## config.mk

```make
export PLATFORM = sky130hd
export DESIGN_NAME = pbm_irq_enable
export DESIGN_NICKNAME = d
export VERILOG_FILES = /design/src/shared/pbm_pkg.sv /design/src/rtl/pbm_irq_enable.sv
export SDC_FILE = /design/constraint.sdc
export NUM_CORES = 1
export LEC_CHECK = 0
export BUFFER_PORTS_ARGS = -buffer_cell sky130_fd_sc_hd__buf_2
export CELL_PAD_IN_SITES_DETAIL_PLACEMENT = 1
export CELL_PAD_IN_SITES_GLOBAL_PLACEMENT = 1
export CORE_MARGIN = 3
export CORE_UTILIZATION = 25
export CTS_BUF_LIST = sky130_fd_sc_hd__clkbuf_2
export DETAILED_ROUTE_END_ITERATION = 10
export MAX_ROUTING_LAYER = met4
export PLACE_DENSITY_LB_ADDON = 0.1
export SYNTH_ARGS = -nofsm -noshare
export SYNTH_HDL_FRONTEND = slang
export SYNTH_SLANG_ARGS = --single-unit
export TNS_END_PERCENT = 5
```

## constraint.sdc

```tcl
create_clock -name clock -period 2.2 [get_ports clock]
set_input_delay 0.33 -clock clock [delete_from_list [all_inputs] [get_ports clock]]
set_output_delay 0.33 -clock clock [all_outputs]
set_load 0.02 [all_outputs]
```

## src/shared/pbm_pkg.sv

```systemverilog
package pbm_pkg;
   // Register bus geometry
   localparam int ADDR_W = 8;
   localparam int DATA_W = 16;
   // Byte offsets of the two enable registers
   localparam logic [7:0] READY_EN_OFFSET = 8'h44;
   localparam logic [7:0] NOT_READY_EN_OFFSET = 8'h48;
   // Control pipe plus pipes 1 to 6
   localparam int PIPE_COUNT = 7;
   localparam int CTRL_PIPE_BIT = 0;
   localparam int FIRST_BULK_BIT = 1;
   localparam int LAST_PIPE_BIT = 6;
   // Reset value of both enable registers
   localparam logic [6:0] ENABLE_RESET = 7'h00;
   // Reserved upper bits read back as zero
   localparam logic [8:0] RESERVED_READ = 9'h000;
   localparam logic [15:0] READ_IDLE = 16'h0000;
   typedef logic [PIPE_COUNT-1:0] pbm_pipes_t;
endpackage

```

## src/rtl/pbm_irq_enable.sv

```systemverilog
`timescale 1ns/1ps
module pbm_irq_enable
   import pbm_pkg::*;
(
   input wire logic clock,
   input wire logic sys_rst,
   input wire logic swRst,
   input wire logic [ADDR_W-1:0] cpuAddr,
   input wire logic cpuWrite,
   input wire logic cpuRead,
   input wire logic [DATA_W-1:0] cpuWdata,
   output logic [DATA_W-1:0] cpuRdata,
   input wire logic ctrlPipeReadyStatus,
   input wire logic [LAST_PIPE_BIT:FIRST_BULK_BIT] pipeReadyStatusFlag,
   input wire logic ctrlPipeNotReadyStatus,
   input wire logic [LAST_PIPE_BIT:FIRST_BULK_BIT] pipeNotReadyStatusFlag,
   input wire logic globalReadyIrqEnable,
   input wire logic globalNotReadyIrqEnable,
   output logic bufferReadySummaryFlag,
   output logic bufferNotReadySummaryFlag,
   output logic irqOut
);

   pbm_pipes_t pipeReadyIrqEnable;
   pbm_pipes_t pipeNotReadyIrqEnable;
   pbm_pipes_t readyStatus;
   pbm_pipes_t notReadyStatus;
   pbm_pipes_t readyGated;
   pbm_pipes_t notReadyGated;
   logic clearAll;
   logic hitReady;
   logic hitNotReady;

   // Address compare shared by write and read paths
   function automatic logic addrHit(input logic [ADDR_W-1:0] addr,
                                    input logic [ADDR_W-1:0] offset);
      addrHit = (addr == offset);
   endfunction

   // Decode of the two register slots
   assign hitReady = addrHit(cpuAddr, READY_EN_OFFSET);
   assign hitNotReady = addrHit(cpuAddr, NOT_READY_EN_OFFSET);
   assign clearAll = sys_rst | swRst;

   // Gather control pipe at bit 0 and pipe n at bit n
   assign readyStatus = {pipeReadyStatusFlag, ctrlPipeReadyStatus};
   assign notReadyStatus = {pipeNotReadyStatusFlag, ctrlPipeNotReadyStatus};

   // Ready enable register, reserved write bits dropped
   always_ff @(posedge clock) begin
      if (clearAll) begin
         pipeReadyIrqEnable <= ENABLE_RESET;
      end else if (cpuWrite && hitReady) begin
         pipeReadyIrqEnable <= cpuWdata[PIPE_COUNT-1:0];
      end
   end

   // Not-ready enable register, reserved write bits dropped
   always_ff @(posedge clock) begin
      if (clearAll) begin
         pipeNotReadyIrqEnable <= ENABLE_RESET;
      end else if (cpuWrite && hitNotReady) begin
         pipeNotReadyIrqEnable <= cpuWdata[PIPE_COUNT-1:0];
      end
   end

   // Read data, one cycle after the strobe; other addresses read zero
   always_ff @(posedge clock) begin
      if (sys_rst) begin
         cpuRdata <= READ_IDLE;
      end else if (cpuRead && hitReady) begin
         cpuRdata <= {RESERVED_READ, pipeReadyIrqEnable};
      end else if (cpuRead && hitNotReady) begin
         cpuRdata <= {RESERVED_READ, pipeNotReadyIrqEnable};
      end else if (cpuRead) begin
         cpuRdata <= READ_IDLE;
      end
   end

   // Per-pipe gating of each status flag by its enable bit
   genvar gi;
   generate
      for (gi = 0; gi < PIPE_COUNT; gi = gi + 1) begin : g_gate
         // Bit 0 is the control pipe, the rest are pipes 1 to 6
         assign readyGated[gi] = readyStatus[gi] &
                                 pipeReadyIrqEnable[gi];
         assign notReadyGated[gi] = notReadyStatus[gi] &
                                    pipeNotReadyIrqEnable[gi];
      end
   endgenerate

   // Summary flags follow any enabled pipe flag
   always_ff @(posedge clock) begin
      if (sys_rst) begin
         bufferReadySummaryFlag <= 1'b0;
         bufferNotReadySummaryFlag <= 1'b0;
      end else begin
         bufferReadySummaryFlag <= |readyGated;
         bufferNotReadySummaryFlag <= |notReadyGated;
      end
   end

   // Interrupt output, each summary gated by its global enable
   always_ff @(posedge clock) begin
      if (sys_rst) begin
         irqOut <= 1'b0;
      end else begin
         irqOut <= (bufferReadySummaryFlag & globalReadyIrqEnable) |
                   (bufferNotReadySummaryFlag &
                    globalNotReadyIrqEnable);
      end
   end
endmodule

```

Word level (Yosys, flattened, before mapping)
Index checks and enable logic that the tools add are counted.
Widths: inputs -> output; s select.
- flip-flop bits (word level): 24
- bits of input ports: 45
- output and inout port bits: 19
- logic and storage cells: 36
- equal/unequal tests: 2
- mux-type cells: 3
- bitwise operators: 18
- reduce and logical (&&, ||, !) cells: 7
- operators with widths (kind ; number):
    $mux 7 ; 3
    $and 1x1->1 ; 16
    $eq 8x7->1 const B ; 2
    $reduce_or 7->1 ; 2
    $logic_and 1x1->1 ; 4
    $reduce_bool 3->1 ; 1
    $or 1x1->1 ; 2

Depth between registers and ports, before layout
- depth in word-level cells: 4
- mapped depth: 4
- mapped depth without buffers: 3

Worst setup path before layout
No wires, ideal clock.
- kind: input to register
- start point: input port cpuAddr[5]
- end point: register pipeNotReadyIrqEnable[0]
- library setup time: 126 ps
- arrival: 1108 ps
- required time: 2074 ps
- slack: 966 ps
- stages on the path: 3
- path buffers: 0
- cells stage by stage: nor4b_4 -> nand4_2 -> mux2i_1
- longest elaborated chain between the ends: 2
- ends and longest elaborated chain (item ; RTL line ; source):
    from (decl) ; pbm_irq_enable.sv:8 ; input wire logic [ADDR_W-1:0] cpuAddr,
    $eq 8x7->1 ; pbm_irq_enable.sv:37 ; addrHit = (addr == offset);
    $logic_and 1x1->1 ; pbm_irq_enable.sv:62 ; end else if (cpuWrite && hitNotReady) begin
    to (signal assigned) ; pbm_irq_enable.sv:63 ; pipeNotReadyIrqEnable <= cpuWdata[PIPE_COUNT-1:0];
    to (decl) ; pbm_irq_enable.sv:25 ; pbm_pipes_t pipeNotReadyIrqEnable;
Every way passes these cells.
A chain may end at the register's enable or synchronous reset.

Worst setup path in the final report
- start point: register bufferReadySummaryFlag
- end point: output port bufferReadySummaryFlag
- RTL lines (item ; RTL line ; source):
    from (decl) ; pbm_irq_enable.sv:19 ; output logic bufferReadySummaryFlag,
    from (signal assigned) ; pbm_irq_enable.sv:98 ; bufferReadySummaryFlag <= |readyGated;
No word-level cell between the ends.

==> out/results.tsv <==
stage	metric	value	unit
synthesis	largest family of logic cells by synthesized area	simple AND/OR/NAND/NOR gates	
power_and_ir_drop	Design Power	801	uW
power_and_ir_drop	power density cells	572	mW/mm^2
sta	# setup viols final	0	
detailed_routing	via count	990	
detailed_routing	routed len/inst	14.5	um
synthesis	syn avg cell area	9.67	um^2
detailed_routing	drt pass-1 iters	4	
synthesis	Adder-Cell Fraction of Synth Area	0	
die	Ports	64	
worst_setup_path	required time of the critical path	1870	ps
placement	Post-DP Area	0.00135	mm^2
cts	CTS buffer count	3	
cts	H-tree depth	1	
placement	Detailed Place HPWL	2530	um
finish	fin util	0.340	
worst_setup_path	Startpoint Class	flip-flop	
sta	Fin. Hold Viols	0	
finish	storage element area	480	um^2
finish	fillcell total	496	
worst_setup_path	max incr delay on CP	390	ps
worst_setup_path	R2R cell count	2	
cts	hold_buf cts	0	
cts	CTS tree	built	
cts	Num Clock Sinks	24	
grt	total congestion overflow	0	
die	Initial Util	0.268	
worst_setup_path	crit-path leading delay family	flip-flops	
worst_setup_path	WP buf/inv	1	
sta	crit path time final	1210	ps
synthesis	synth warn	0	
sta	RSZ-0062 raised after global routing	no	
finish	Total Nets Final	206	
synthesis	Seq/Total Area, Yosys	0.436	
synthesis	Gate Count Post-Synth	114	
sta	Setup TNS Final	0	ps
power_and_ir_drop	Pleak	0.000675	uW
synthesis	Post-Synth Simple-Gate Area	0.186	
finish	fraction of layout cells with a size suffix above 1	0.344	
synthesis	Compound-Gate Fraction of Synth Area	0.167	
die	Die Wd	72.4	um
detailed_routing	Total Wirelength	3040	um
sta	max-slew violations	0	
finish	fin cells	210	
worst_setup_path	crit-path cells	buf_2	
finish	Design Area, Final	0.00140	mm^2
synthesis	post-synthesis xor/xnor area fraction	0	
worst_setup_path	CP Depth	1	
sta	crit share post-route	0.550	
worst_setup_path	r2r endpoint	bufferReadySummaryFlag$_SDFF_PP0_	
run	max cap viols	0	
synthesis	Post-Syn Area	0.00110	mm^2
worst_setup_path	critical path data arrival time	880	ps
power_and_ir_drop	Max VDD drop	0.230	mV
worst_setup_path	Worst R2R Start	pipeReadyIrqEnable[4]$_SDFFE_PP0P_	
finish	antenna diode instance count	0	
cts	clock buffer depth	2	
grt	largest net degree at the start of global routing	22	
die	core area	0.00412	mm^2
grt	vias in the first global route	1005	
worst_setup_path	critical path launch point	bufferReadySummaryFlag$_SDFF_PP0_	
sta	worst-case clock skew	13.3	ps
finish	multi-input logic area	563	um^2
die	Rows	23	
outcome	status	complete, no violations	
grt	GRT Util Overall	0.124	
detailed_routing	antenna-violating nets left	0	
synthesis	mux share of post-synthesis cell area	0.127	
placement	Cell Count Post-Placement	206	
cts	post-CTS setup buffers	0	
worst_setup_path	WS Path Type	reg2out	
detailed_routing	Iteration-0 DRC Markers	26	
worst_setup_path	worst-path fanout max	2	
sta	f_max	0.827	GHz
grt	initial antenna violation count	0	
cts	CTS root buf	clkbuf_2	
synthesis	post-synthesis register bit count	24	
finish	Area Growth Syn to Fin	26.9	%
synthesis	Synth cell types	16	
worst_setup_path	flop2flop setup slack	1250	ps
placement	Placer Congestion	0.664	
worst_hold_path	worst hold-check path type	in2reg	
detailed_routing	DRC	0	
detailed_routing	DR vias/cell	4.71	
worst_setup_path	Crit-path slowest cell	dfxtp_1	
worst_setup_path	Worst Setup EP	bufferReadySummaryFlag	
grt	first-pass GRT wire length	4850	um
cts	post-cts repair resize count	0	
worst_setup_path	Setup crit end kind	output port	
cts	clock network latency to the later pin of the worst-skew pair	340	ps
placement	Port Buffer Count	45	
die	die height	72.4	um
cts	clock transition at the registers of the reported paths	220	ps
die	DIE AREA	0.00524	mm^2
==> kinds of logic (layout without fill, tap and decap cells) <==
group | after synthesis | after routing
mux | 14 | 14
compound gates | 23 | 23
flops | 24 | 24
buf+inv | 14 | 52
simple gates | 38 | 38
other cells | 1 | 9
==> per-layer routing <==
metal  GRT usage  share of wire  routed length, um  vias to the layer above
li1            -              -                  -                      491
met1       0.139           0.40               1220                      459
met2       0.210           0.51               1550                       34
met3      0.0402          0.072                220                        6
met4      0.0348          0.015                 46                        0
met5           -              0                  0                        -
==> how the worst min path moves through the flow <==
| stage | start | endpoint | depth (start not counted) |
|---|---|---|---|
| finish | cpuWdata[3] | pipeReadyIrqEnable[3]$_SDFFE_PP0P_ | 3 |
| global route | cpuWdata[3] | pipeReadyIrqEnable[3]$_SDFFE_PP0P_ | 3 |
| CTS | cpuWdata[3] | pipeReadyIrqEnable[3]$_SDFFE_PP0P_ | 3 |
| detailed placement | cpuRdata[4]$_SDFFE_PP0P_ | cpuRdata[4]$_SDFFE_PP0P_ | 2 |
| global placement | pipeNotReadyIrqEnable[6]$_SDFFE_PP0P_ | pipeNotReadyIrqEnable[6]$_SDFFE_PP0P_ | 2 |
| floorplan | pipeNotReadyIrqEnable[6]$_SDFFE_PP0P_ | pipeNotReadyIrqEnable[6]$_SDFFE_PP0P_ | 2 |
==> synth_stat cells <==
| library cell | instances | area (um^2) |
|---|---|---|
| dfxtp_1 | 24 | 480 |
| buf_4 | 9 | 67.6 |
| conb_1 | 1 | 3.75 |
| clkbuf_1 | 3 | 11.3 |
| a222oi_1 | 2 | 20.0 |
| nor4b_4 | 1 | 23.8 |
| o32ai_1 | 7 | 61.3 |
| nor2b_1 | 2 | 12.5 |
| a31oi_1 | 2 | 12.5 |
| buf_2 | 2 | 10.0 |
| nand2b_1 | 8 | 50.1 |
| nor2_1 | 3 | 11.3 |
| a22oi_1 | 12 | 90.1 |
| nand2_1 | 22 | 82.6 |
| nand4_2 | 2 | 25.0 |
| mux2i_1 | 14 | 140 |
==> per-stage QoR <==
step	hold slack, ps	setup WS (ps)
2_1_floorplan	450	966
3_3_place_gp	468	696
3_5_place_dp	479	649
4_1_cts	202	964
5_1_grt	190	909
6_report	221	991
==> power breakdown <==
group          leakage (uW)  total [uW]  switching, uW  internal [uW]
clock             0.0000266         283            127            157
combinational      0.000455        81.2           47.8           33.5
sequential         0.000193         436          0.122            436
==> worst reg2reg max path, delay by kind of cell (launching register included) <==
family          cells  cell delay, ps
compound gates      2             460
flops               1             390
==> sequential cells by signal, summed over array words and instances, names as in the netlist <==
signal,count
pipeReadyIrqEnable,7
bufferReadySummaryFlag,1
cpuRdata,7
irqOut,1
bufferNotReadySummaryFlag,1
pipeNotReadyIrqEnable,7
==> layout by cell type (no fill, tap or decap), types with 7 or more instances in the layout <==
cell type  instances
buf_2             45
nand2_1           22
nand2b_1           8
dfxtp_1           24
mux2i_1           14
o32ai_1            7
a22oi_1           12
conb_1             9
==> cell type report <==
cell class | count | share of cell area
flip-flops and latches | 24 | 0.343
well taps | 50 | 0.0447
clock inverters | 1 | 0.0215
clock buffers | 3 | 0.0107
repair buffers | 48 | 0.177
multi-input cells | 84 | 0.403
Note: power is estimated with default switching activity, not from simulation.
